`src/hdl/fdl_pkg.sv`:
```
// fdl_pkg: constants, codes and carriers for the fault distance locator
package fdl_pkg;
    // apb register byte offsets
    localparam logic [11:0] FDL_CTRL_OFS = 12'h000;
    localparam logic [11:0] FDL_STATUS_OFS = 12'h004;
    localparam logic [11:0] FDL_COUNT_OFS = 12'h008;
    localparam logic [11:0] FDL_RSEL_OFS = 12'h00c;
    localparam logic [11:0] FDL_REC_OFS = 12'h010;
    localparam logic [11:0] FDL_THR_OFS = 12'h040;
    localparam logic [11:0] FDL_XKM_OFS = 12'h060;
    localparam int FDL_REC_WORDS = 6;
    // control field positions
    localparam int FDL_CTRL_SEL_LSB = 0;
    localparam int FDL_CTRL_MASK_LSB = 4;
    localparam int FDL_CTRL_CRST_BIT = 8;
    // reset values: 1.0 x nominal in tenths, 0.125 ohm/km in milliohm/km
    localparam logic [8:0] FDL_THR_RST = 9'h00a;
    localparam logic [12:0] FDL_XKM_RST = 13'h007d;
    localparam logic [3:0] FDL_MASK_RST = 4'hf;
    // threshold tenths to milli-nominal scale
    localparam logic [15:0] FDL_THR_SCALE = 16'h0064;
    // distance is kept in hundredths of a kilometre
    localparam logic [23:0] FDL_DIST_SCALE = 24'h000064;
    localparam int FDL_DIV_STEPS = 24;
    localparam int FDL_NREC = 12;
    // fault type codes
    localparam logic [2:0] FDL_FT_NONE = 3'h0;
    localparam logic [2:0] FDL_FT_L12 = 3'h1;
    localparam logic [2:0] FDL_FT_L23 = 3'h2;
    localparam logic [2:0] FDL_FT_L31 = 3'h3;
    localparam logic [2:0] FDL_FT_L1N = 3'h4;
    localparam logic [2:0] FDL_FT_L2N = 3'h5;
    localparam logic [2:0] FDL_FT_L3N = 3'h6;
    localparam logic [2:0] FDL_FT_L123 = 3'h7;
    // event codes, also the bit order of the event mask
    localparam logic [1:0] FDL_EV_TRIG_ON = 2'h0;
    localparam logic [1:0] FDL_EV_TRIG_OFF = 2'h1;
    localparam logic [1:0] FDL_EV_CALC_ON = 2'h2;
    localparam logic [1:0] FDL_EV_CALC_OFF = 2'h3;

    typedef enum logic [1:0] {FDL_IDLE, FDL_DIV, FDL_STORE} fdl_state_e;

    // one stored fault record
    typedef struct packed {
        logic [47:0] time_ms;
        logic [1:0] evt;
        logic [2:0] ftype;
        logic [1:0] dir;
        logic [15:0] react_mohm;
        logic [15:0] cur_mpu;
        logic [31:0] cur_prim_ma;
        logic [15:0] dist_ckm;
        logic [2:0] grp;
    } fdl_rec_s;

    // one event towards the event buffer
    typedef struct packed {
        logic valid;
        logic [1:0] code;
        logic [47:0] time_ms;
    } fdl_evt_s;
endpackage : fdl_pkg

```
`src/hdl/fdl_fault_locator.sv`:
```
// fdl_fault_locator: trigger, loop choice, distance, events and records
//
// Added by the designer: the placing of the registers and the APB register port.
`timescale 1ns/1ps
module fdl_fault_locator
    import fdl_pkg::*;
#(
    parameter int TRIG_W = 16,
    parameter int NGRP = 8
)(
    input wire logic clock,
    input wire logic rst_b,
    input wire logic clk_en,
    // apb slave
    input wire logic psel,
    input wire logic penable,
    input wire logic pwrite,
    input wire logic [11:0] paddr,
    input wire logic [31:0] pwdata,
    output logic [31:0] prdata,
    output logic pready,
    output logic pslverr,
    // process side, same clock
    input wire logic cycle_tick,
    input wire logic [TRIG_W-1:0] trig_sources,
    input wire logic calc_block,
    input wire logic pe_volt_avail,
    input wire logic [15:0] phase_one_current_fundamental,
    input wire logic [15:0] phase_two_current_fundamental,
    input wire logic [15:0] phase_three_current_fundamental,
    input wire logic [15:0] loop_reactance_pair_one_two,
    input wire logic [15:0] loop_reactance_pair_two_three,
    input wire logic [15:0] loop_reactance_pair_three_one,
    input wire logic [15:0] loop_reactance_phase_one_neutral,
    input wire logic [15:0] loop_reactance_phase_two_neutral,
    input wire logic [15:0] loop_reactance_phase_three_neutral,
    input wire logic [15:0] ct_primary_amps,
    input wire logic [1:0] fault_dir,
    input wire logic [2:0] grp_sel,
    input wire logic [47:0] now_ms,
    output fdl_evt_s evt_out,
    output logic blocked_ind,
    output logic calc_busy
);
    ////////////////////////////////////////////////////////////////////////
    // helpers

    // current above threshold given in tenths of nominal
    function automatic logic over_thr(input logic [15:0] cur,
                                      input logic [8:0] thr);
        logic [15:0] lim;
        lim = {7'h00, thr} * FDL_THR_SCALE;
        return cur > lim;
    endfunction : over_thr

    // loop choice from phases over threshold and earth voltage presence
    function automatic logic [2:0] pick_loop(input logic [2:0] ov,
                                             input logic volt);
        logic [2:0] ft;
        ft = FDL_FT_NONE;
        unique case (ov)
            3'h7: ft = FDL_FT_L123;
            3'h3: ft = FDL_FT_L12;
            3'h6: ft = FDL_FT_L23;
            3'h5: ft = FDL_FT_L31;
            3'h1: ft = volt ? FDL_FT_L1N : FDL_FT_NONE;
            3'h2: ft = volt ? FDL_FT_L2N : FDL_FT_NONE;
            3'h4: ft = volt ? FDL_FT_L3N : FDL_FT_NONE;
            3'h0: ft = FDL_FT_NONE;
        endcase
        return ft;
    endfunction : pick_loop

    ////////////////////////////////////////////////////////////////////////
    // registers and state

    logic [3:0] trig_sel_ff;
    logic [3:0] evt_mask_ff;
    logic [3:0] rec_sel_ff;
    logic [8:0] thr_ff [NGRP];
    logic [12:0] xkm_ff [NGRP];
    logic [31:0] count_ff;
    logic trig_lvl_ff;
    logic blocked_ff;
    fdl_state_e state_ff;
    logic [3:0] pend_ff;
    fdl_evt_s evt_ff;
    logic [31:0] prdata_ff;
    logic pslverr_ff;
    fdl_rec_s rec_mem [FDL_NREC];
    logic [3:0] wptr_ff;
    logic [3:0] nrec_ff;
    fdl_rec_s cap_ff;
    logic [12:0] den_ff;
    logic [23:0] num_ff;
    logic [12:0] rem_ff;
    logic [4:0] step_ff;

    logic wr_en;
    logic rd_setup;
    logic trig_now;
    logic trig_rise;
    logic trig_fall;
    logic cnt_clear;
    logic [2:0] ovr;
    logic [2:0] loop_ft;
    logic [15:0] loop_x;
    logic [15:0] loop_i;
    logic [2:0] grp_idx;
    logic [13:0] nxt_rem;
    logic [31:0] rd_val;
    logic rd_err;

    ////////////////////////////////////////////////////////////////////////
    // apb access decode; reads are captured in the setup cycle

    assign wr_en = psel && penable && pwrite && clk_en;
    assign rd_setup = psel && !penable && clk_en;
    assign pready = psel && penable && clk_en;
    assign prdata = prdata_ff;
    assign pslverr = pslverr_ff && pready;
    assign cnt_clear = wr_en && paddr == FDL_CTRL_OFS
                       && pwdata[FDL_CTRL_CRST_BIT];

    // group index clamps out-of-range selections to the last group
    assign grp_idx = (32'(grp_sel) < NGRP) ? grp_sel : 3'(NGRP - 1);

    ////////////////////////////////////////////////////////////////////////
    // trigger, block, and loop choice at the program cycle tick

    assign trig_now = trig_sources[trig_sel_ff];
    assign trig_rise = cycle_tick && trig_now && !trig_lvl_ff;
    assign trig_fall = cycle_tick && !trig_now && trig_lvl_ff;

    // only fundamental components feed the comparison and loop values
    assign ovr = {over_thr(phase_three_current_fundamental,
                           thr_ff[grp_idx]),
                  over_thr(phase_two_current_fundamental, thr_ff[grp_idx]),
                  over_thr(phase_one_current_fundamental,
                           thr_ff[grp_idx])};
    assign loop_ft = pick_loop(ovr, pe_volt_avail);

    // reactance and current of the chosen loop
    always_comb
    begin
        loop_x = loop_reactance_pair_one_two;
        loop_i = phase_one_current_fundamental;
        unique case (loop_ft)
            FDL_FT_L12, FDL_FT_L123:
            begin
                loop_x = loop_reactance_pair_one_two;
                loop_i = phase_one_current_fundamental;
            end
            FDL_FT_L23:
            begin
                loop_x = loop_reactance_pair_two_three;
                loop_i = phase_two_current_fundamental;
            end
            FDL_FT_L31:
            begin
                loop_x = loop_reactance_pair_three_one;
                loop_i = phase_three_current_fundamental;
            end
            FDL_FT_L1N, FDL_FT_NONE:
            begin
                loop_x = loop_reactance_phase_one_neutral;
                loop_i = phase_one_current_fundamental;
            end
            FDL_FT_L2N:
            begin
                loop_x = loop_reactance_phase_two_neutral;
                loop_i = phase_two_current_fundamental;
            end
            FDL_FT_L3N:
            begin
                loop_x = loop_reactance_phase_three_neutral;
                loop_i = phase_three_current_fundamental;
            end
        endcase
    end

    // trigger level and block flag follow the tick only
    always_ff @(posedge clock or negedge rst_b)
    begin
        if (!rst_b)
        begin
            trig_lvl_ff <= 1'b0;
            blocked_ff <= 1'b0;
        end
        else if (clk_en && cycle_tick)
        begin
            trig_lvl_ff <= trig_now;
            if (trig_rise)
                blocked_ff <= calc_block;
            else if (!trig_now)
                blocked_ff <= 1'b0;
        end
    end

    ////////////////////////////////////////////////////////////////////////
    // calculation sequence: capture, divide, store

    // one restoring step; remainder stays below the divisor
    assign nxt_rem = {rem_ff, num_ff[23]};

    always_ff @(posedge clock or negedge rst_b)
    begin
        if (!rst_b)
        begin
            state_ff <= FDL_IDLE;
            cap_ff <= '0;
            den_ff <= 13'h0000;
            num_ff <= 24'h000000;
            rem_ff <= 13'h0000;
            step_ff <= 5'h00;
        end
        else if (clk_en)
        begin
            unique case (state_ff)
                FDL_IDLE:
                    // a trigger that is blocked goes no further
                    if (trig_rise && !calc_block && loop_ft != FDL_FT_NONE)
                    begin
                        cap_ff.time_ms <= now_ms;
                        cap_ff.evt <= FDL_EV_CALC_ON;
                        cap_ff.ftype <= loop_ft;
                        cap_ff.dir <= fault_dir;
                        cap_ff.react_mohm <= loop_x;
                        cap_ff.cur_mpu <= loop_i;
                        cap_ff.cur_prim_ma <= loop_i * ct_primary_amps;
                        cap_ff.dist_ckm <= 16'h0000;
                        cap_ff.grp <= grp_idx;
                        den_ff <= xkm_ff[grp_idx];
                        num_ff <= {8'h00, loop_x} * FDL_DIST_SCALE;
                        rem_ff <= 13'h0000;
                        step_ff <= 5'h00;
                        // zero setting: no division, distance left at zero
                        state_ff <= (xkm_ff[grp_idx] == 13'h0000)
                                    ? FDL_STORE : FDL_DIV;
                    end
                FDL_DIV:
                begin
                    num_ff <= {num_ff[22:0], 1'b0};
                    if (nxt_rem >= {1'b0, den_ff})
                    begin
                        rem_ff <= 13'(nxt_rem - {1'b0, den_ff});
                        num_ff[0] <= 1'b1;
                    end
                    else
                        rem_ff <= nxt_rem[12:0];
                    step_ff <= step_ff + 5'h01;
                    if (32'(step_ff) == FDL_DIV_STEPS - 1)
                        state_ff <= FDL_STORE;
                end
                FDL_STORE:
                    state_ff <= FDL_IDLE;
            endcase
            // quotient ends up in num_ff; saturate into the record
            if (state_ff == FDL_DIV && 32'(step_ff) == FDL_DIV_STEPS - 1)
                cap_ff.dist_ckm <= (num_ff[22:15] != 8'h00) ? 16'hffff
                                   : {num_ff[14:0],
                                      nxt_rem >= {1'b0, den_ff}};
        end
    end

    // rolling record store; oldest entry is overwritten
    always_ff @(posedge clock or negedge rst_b)
    begin
        if (!rst_b)
        begin
            wptr_ff <= 4'h0;
            nrec_ff <= 4'h0;
        end
        else if (clk_en && state_ff == FDL_STORE)
        begin
            wptr_ff <= (32'(wptr_ff) == FDL_NREC - 1) ? 4'h0
                       : wptr_ff + 4'h1;
            if (32'(nrec_ff) < FDL_NREC)
                nrec_ff <= nrec_ff + 4'h1;
        end
    end

    // record memory holds no reset; validity comes from the fill count
    always_ff @(posedge clock)
    begin
        if (clk_en && state_ff == FDL_STORE)
            rec_mem[wptr_ff] <= cap_ff;
    end

    ////////////////////////////////////////////////////////////////////////
    // events: pending flags so that close events are never lost

    always_ff @(posedge clock or negedge rst_b)
    begin
        if (!rst_b)
        begin
            pend_ff <= 4'h0;
            evt_ff <= '0;
        end
        else if (clk_en)
        begin
            logic [3:0] p;
            p = pend_ff;
            evt_ff.valid <= 1'b0;
            // emit the lowest pending code, then set new ones (set wins)
            for (int k = 0; k < 4; k++)
            begin
                if (p[k])
                begin
                    evt_ff.valid <= evt_mask_ff[k];
                    evt_ff.code <= 2'(k);
                    evt_ff.time_ms <= now_ms;
                    p[k] = 1'b0;
                    break;
                end
            end
            if (trig_rise)
                p[FDL_EV_TRIG_ON] = 1'b1;
            if (trig_fall)
                p[FDL_EV_TRIG_OFF] = 1'b1;
            if (state_ff == FDL_IDLE && trig_rise && !calc_block
                && loop_ft != FDL_FT_NONE)
                p[FDL_EV_CALC_ON] = 1'b1;
            if (state_ff == FDL_STORE)
                p[FDL_EV_CALC_OFF] = 1'b1;
            pend_ff <= p;
        end
    end

    assign evt_out = evt_ff;
    assign blocked_ind = blocked_ff;
    assign calc_busy = state_ff != FDL_IDLE;

    // trigger counter; a trigger in the clear cycle still counts
    always_ff @(posedge clock or negedge rst_b)
    begin
        if (!rst_b)
            count_ff <= 32'h00000000;
        else if (clk_en)
        begin
            if (cnt_clear)
                count_ff <= {31'h00000000, trig_rise};
            else if (trig_rise)
                count_ff <= count_ff + 32'h00000001;
        end
    end

    ////////////////////////////////////////////////////////////////////////
    // software settings; group tables let settings change live

    always_ff @(posedge clock or negedge rst_b)
    begin
        if (!rst_b)
        begin
            trig_sel_ff <= 4'h0;
            evt_mask_ff <= FDL_MASK_RST;
            rec_sel_ff <= 4'h0;
            for (int g = 0; g < NGRP; g++)
            begin
                thr_ff[g] <= FDL_THR_RST;
                xkm_ff[g] <= FDL_XKM_RST;
            end
        end
        else if (wr_en)
        begin
            if (paddr == FDL_CTRL_OFS)
            begin
                trig_sel_ff <= pwdata[FDL_CTRL_SEL_LSB +: 4];
                evt_mask_ff <= pwdata[FDL_CTRL_MASK_LSB +: 4];
            end
            if (paddr == FDL_RSEL_OFS)
                rec_sel_ff <= pwdata[3:0];
            for (int g = 0; g < NGRP; g++)
            begin
                if (paddr == FDL_THR_OFS + 12'(4 * g))
                    thr_ff[g] <= pwdata[8:0];
                if (paddr == FDL_XKM_OFS + 12'(4 * g))
                    xkm_ff[g] <= pwdata[12:0];
            end
        end
    end

    ////////////////////////////////////////////////////////////////////////
    // read mux; record age 0 is the newest entry

    always_comb
    begin
        logic [4:0] ix;
        fdl_rec_s r;
        ix = {1'b0, wptr_ff} + 5'h0b - {1'b0, rec_sel_ff};
        if (ix >= 5'h0c)
            ix = ix - 5'h0c;
        r = (rec_sel_ff < nrec_ff) ? rec_mem[ix[3:0]] : '0;
        rd_val = 32'h00000000;
        rd_err = 1'b0;
        if (paddr == FDL_CTRL_OFS)
            rd_val = {24'h000000, evt_mask_ff, trig_sel_ff};
        else if (paddr == FDL_STATUS_OFS)
            rd_val = {25'h0000000, nrec_ff, calc_busy, blocked_ff,
                      trig_lvl_ff};
        else if (paddr == FDL_COUNT_OFS)
            rd_val = count_ff;
        else if (paddr == FDL_RSEL_OFS)
            rd_val = {28'h0000000, rec_sel_ff};
        else if (paddr == FDL_REC_OFS)
            rd_val = r.time_ms[31:0];
        else if (paddr == FDL_REC_OFS + 12'h004)
            rd_val = {16'h0000, r.time_ms[47:32]};
        else if (paddr == FDL_REC_OFS + 12'h008)
            rd_val = {22'h000000, r.grp, r.dir, r.ftype, r.evt};
        else if (paddr == FDL_REC_OFS + 12'h00c)
            rd_val = {r.cur_mpu, r.react_mohm};
        else if (paddr == FDL_REC_OFS + 12'h010)
            rd_val = r.cur_prim_ma;
        else if (paddr == FDL_REC_OFS + 12'(4 * (FDL_REC_WORDS - 1)))
            rd_val = {16'h0000, r.dist_ckm};
        else if (paddr >= FDL_THR_OFS
                 && paddr < FDL_THR_OFS + 12'(4 * NGRP)
                 && paddr[1:0] == 2'h0)
            rd_val = {23'h000000, thr_ff[3'(paddr[4:2])]};
        else if (paddr >= FDL_XKM_OFS
                 && paddr < FDL_XKM_OFS + 12'(4 * NGRP)
                 && paddr[1:0] == 2'h0)
            rd_val = {19'h00000, xkm_ff[3'(paddr[4:2])]};
        else
            rd_err = 1'b1;
    end

    // read data and error latched at setup, stable through the access
    always_ff @(posedge clock or negedge rst_b)
    begin
        if (!rst_b)
        begin
            prdata_ff <= 32'h00000000;
            pslverr_ff <= 1'b0;
        end
        else if (rd_setup)
        begin
            prdata_ff <= pwrite ? 32'h00000000 : rd_val;
            pslverr_ff <= rd_err;
        end
    end
endmodule : fdl_fault_locator

```
`config.mk`:
```
export PLATFORM = sky130hd
export DESIGN_NAME = fdl_fault_locator
export DESIGN_NICKNAME = d
export VERILOG_FILES = /design/src/hdl/fdl_pkg.sv /design/src/hdl/fdl_fault_locator.sv
export SDC_FILE = /design/constraint.sdc
export NUM_CORES = 2
export LEC_CHECK = 0
export ABC_AREA = 0
export BUFFER_PORTS_ARGS = -buffer_cell sky130_fd_sc_hd__buf_2
export CAP_MARGIN = 25
export CORE_MARGIN = 3
export CORE_UTILIZATION = 56
export DETAILED_ROUTE_END_ITERATION = 12
export HOLD_SLACK_MARGIN = 0.08
export MAX_ROUTING_LAYER = met4
export PLACE_DENSITY = 0.8
export RECOVER_POWER = 100
export REMOVE_ABC_BUFFERS = 1
export SYNTH_ARGS = -nofsm -noshare
export SYNTH_HDL_FRONTEND = slang
export SYNTH_SLANG_ARGS = --single-unit
```
`constraint.sdc`:
```
create_clock -name clock -period 10.8 [get_ports clock]
set_input_delay 1.08 -clock clock [delete_from_list [all_inputs] [get_ports clock]]
set_output_delay 1.08 -clock clock [all_outputs]
set_load 0.01 [all_outputs]
```
==> results list <==
- Top cells by count, synth: sky130_fd_sc_hd__edfxtp_1 (1644), sky130_fd_sc_hd__nand2_1 (558), sky130_fd_sc_hd__mux4_2 (520)
* Top-level port count: 369
* Yosys warning total: 0
* Measured slew at the worst slew-check pin: 5.763 ns
- Maximum clock path buffer count: 3
* Relative max-transition margin: -2.842
- Summing every instance area after synthesis gives 100000 um2.
- The run finished, with violations left.
* Area of placed instances: 106400 um2
- Input and output buffers added on the ports amount to 349.
- In this design, the stage delay of the slowest critical-path cell is 0.52 ns.
- Based on the critical path, the design can be clocked at up to 86.06 MHz.
- In the routed design, unresolved DRC markers number 0.
- STA classifies the critical path endpoint as a flop.
- The clock arrives with 0.04242 ns of skew.
* Remaining number of nets flagged by the antenna check after routing: 0
- For met2 alone, demand over resource in global routing was 0.4961.
- Minimum clock period: 11.62 ns
* Primary flip-flop cell chosen by synthesis mapping: sky130_fd_sc_hd__edfxtp_1
* Crit start category: input port
* #FFs+latches synth: 2156
* Via count normalized by instance count: 6.576
- The tightest hold path in the finished design has a slack of 0.4314 ns.
* RSZ-0062 raised after global routing: yes
* Number of setup violations in the final report: 23
- Total detailed-routing wirelength: 283400 um
- The initialized floorplan defines 154 standard-cell rows.
- Most utilized layer in the global route result: met2
* Insertion delay of the later-clocked pin in the worst-skew pair: 0.86 ns
* Path class of the lowest-slack min-delay path: input port to flop
* TritonCTS clock tree: done
- Power spread over the standard cell area amounts to 282.0 nW/um2.
* Clock sink total: 2156
* Standby leakage power: 43.58 nW
* Post-synthesis cell type with the largest combined area: sky130_fd_sc_hd__edfxtp_1
- First-pass GRT wire length: 417900 um
- Area inside the core boundary: 176900 um2
- The share of the Yosys chip area taken by registers is 0.6224.
- In the synthesized netlist, the number of instances is 6255.
- Length of the first detailed-routing pass in iterations: 6
- Clock-pin slew was measured on the worst setup and hold paths at 0.07 ns.
* Data arrival time of the critical path: 12.32 ns
* GR Overflow Total: 0
- From left edge to right edge, the die measures 428.7 um.
- In this run the worst path has a maximum fanout of 6.
- Depth of the worst register-to-register path: 48
- Most repeated library cell on the critical path: sky130_fd_sc_hd__fa_1
* Violations in the final reports: max-capacitance violations, max-slew violations, negative setup slack
- For this block, the via count after detailed routing is 62021.
- The detailed router finished its first iteration with 7777 violations.
- The H-tree generated during clock tree synthesis spans 4 levels.
- Starting density of the core: 0.5656
- In the final routed layout, each cell accounts on average for 30.05 um.
* Top cell type's share of synthesized area: 0.4935
* Final #Nets: 7647
- The final count of hold timing violations was 0.
* Fraction of registers with async set or reset after synthesis: 0.2375
* Average cell area after synthesis: 15.99 um2
- The netlist uses 98 different library cells.
* Library cell with the highest instance count after synthesis: sky130_fd_sc_hd__edfxtp_1
- Endpoint required time on the critical path: 11.50 ns
- In this run, synthesis inferred 1644 flip-flops with an integrated enable.
- For this run, global-route usage on met3 was measured as 0.06269.
* Antenna violations before repair: 15
* Area growth from synthesis to layout: 14.39%
- By area the synthesized netlist is led by sky130_fd_sc_hd__edfxtp_1 (49%), sky130_fd_sc_hd__mux4_2 (12%), sky130_fd_sc_hd__dfrtp_1 (11%).
- The count of final max-slew check failures was 2698.
- Fraction of layout instances using a drive strength above 1: 0.2802
- IR analysis of the VDD net gives a maximum drop of 0.4752 mV.
- Critical path class: input port to flop
- Post-route cell area: 114400 um2
- GRT Overall Usage: 0.3152
* Max-capacitance violation count: 58
- The via count of the first global-routing pass is 63972.
- Worst setup slack after layout: -0.8199 ns
* Final period util: 1.076
- Global placement routability congestion: 0.9750
* Cts bufs inserted: 200
- Placed wire-length estimate: 164300 um
- For this run, global-route usage on met1 was measured as 0.3972.
- The root buffer cell chosen for the clock tree is sky130_fd_sc_hd__clkbuf_16.
- Cell with the biggest individual delay on the critical path: sky130_fd_sc_hd__fa_1
* Pre-CTS setup slack: -2.199 ns
- Hold bufs inserted after CTS: 0
- Entering global routing, the biggest net connects 155 pins.
- The die covers 183800 um2.
* Hold Crit Depth: 3
* Die Y: 428.7 um
[timing repair]
item / in CTS / in global routing
resized for setup: 121 / 84
gates cloned: 3 / 0
setup buffers: 43 / 22
pin swaps: 87 / 102
setup endpoints to repair: 23 / 24
[registers in the layout, indices dropped and copies added, names as in the netlist]
signal / count
den_ff: 13
prdata: 32
evt_mask_ff: 4
nrec_ff: 4
blocked_ind: 1
evt_out: 51
count_ff: 32
rec_sel_ff: 4
rem_ff: 13
xkm_ff: 104
wptr_ff: 4
step_ff: 5
pslverr_ff: 1
thr_ff: 72
trig_sel_ff: 4
trig_lvl_ff: 1
num_ff: 24
cap_ff: 137
rec_mem: 1644
pend_ff: 4
state_ff: 2
[layer usage]
metal,wire [um],vias up
li1,-,25138
met1,101300,31719
met2,138800,4254
met3,27850,910
met4,15460,0
met5,0,-
[cell type report]
class	instances	area [um2]
diodes	14	35.03
multi-input cells	3445	36000
fillers	11750	62450
flip-flops and latches	2156	62260
well taps	2340	2928
clock buffers	266	5537
inverters	326	1229
repair buffers	772	5074
clock inverters	112	1371
[power breakdown]
group | switching (mW) | total, mW | internal, mW | leakage (nW)
Combinational | 7.02 | 13.2 | 6.14 | 18.5
Clock | 3.22 | 7.45 | 4.23 | 3.36
Sequential | 1.11 | 11.7 | 10.5 | 21.7
[stage by stage]
step	setup TNS, ns	power [mW]	std cells	utilization
3_3_place_gp	-31.06	22.32	8970	0.6012
3_5_place_dp	-37.10	22.71	8974	0.6015
5_1_grt	-18.60	33.72	9430	0.6470
2_1_floorplan	-540.70	19.75	5927	-
4_1_cts	-10.48	31.28	9396	0.6458
6_report	-10.31	32.27	9431	0.6470
[cell families (layout without fill, tap and decap cells)]
logic type               count (synthesis)  count (layout)  synth area share
flip-flops                            2156            2156            0.6224
other                                    0              14                 0
buffers and inverters                  654            1476           0.02631
XOR/XNOR                                88              88          0.007854
AND/OR/NAND/NOR                       1218            1218           0.05554
AO/OA/AOI/OAI                          734             734           0.05139
multiplexers                           939             939            0.1625
adder cells (fa/ha/maj)                466             466           0.07408
[placed cells by master (no fill, tap or decap), drive strengths merged, types with 23 or more instances in the layout]
master  count
a211oi     67
a21o       41
a21oi     120
a22o       28
a22oi      55
a31oi      54
and2      145
and3       47
buf       643
bufinv     25
clkbuf    395
clkinv     64
dfrtp     444
dfstp      68
edfxtp   1644
fa        211
ha        253
inv       338
mux2      278
mux2i     141
mux4      520
nand2     559
nand3      70
nand4      23
nor2      238
nor3       41
o211ai     24
o21ai     184
xnor2      45
xor2       42
[critical path, delay by kind of cell]
kind | cells | cell delay, ns
AND/OR/NAND/NOR | 5 | 0.92
XOR/XNOR | 2 | 0.31
adder cells (fa/ha/maj) | 13 | 5.07
AO/OA/AOI/OAI | 16 | 2.69
multiplexers | 2 | 0.80
buffers and inverters | 12 | 1.36
[path summary, 6_finish.rpt]
check	start	end	slack [ns]
setup / recovery	grp_sel[0]	cap_ff[49]	-0.82
hold / removal	now_ms[24]	cap_ff[114]	0.43
setup reg to reg	thr_ff[1]	cap_ff[49]	-0.66
hold reg to reg	den_ff[5]	den_ff[5]	0.49
max in group asynchronous	rst_b	num_ff[16]	2.08
min in group asynchronous	rst_b	evt_out[5]	2.35
(Power assumes the default switching activity.)
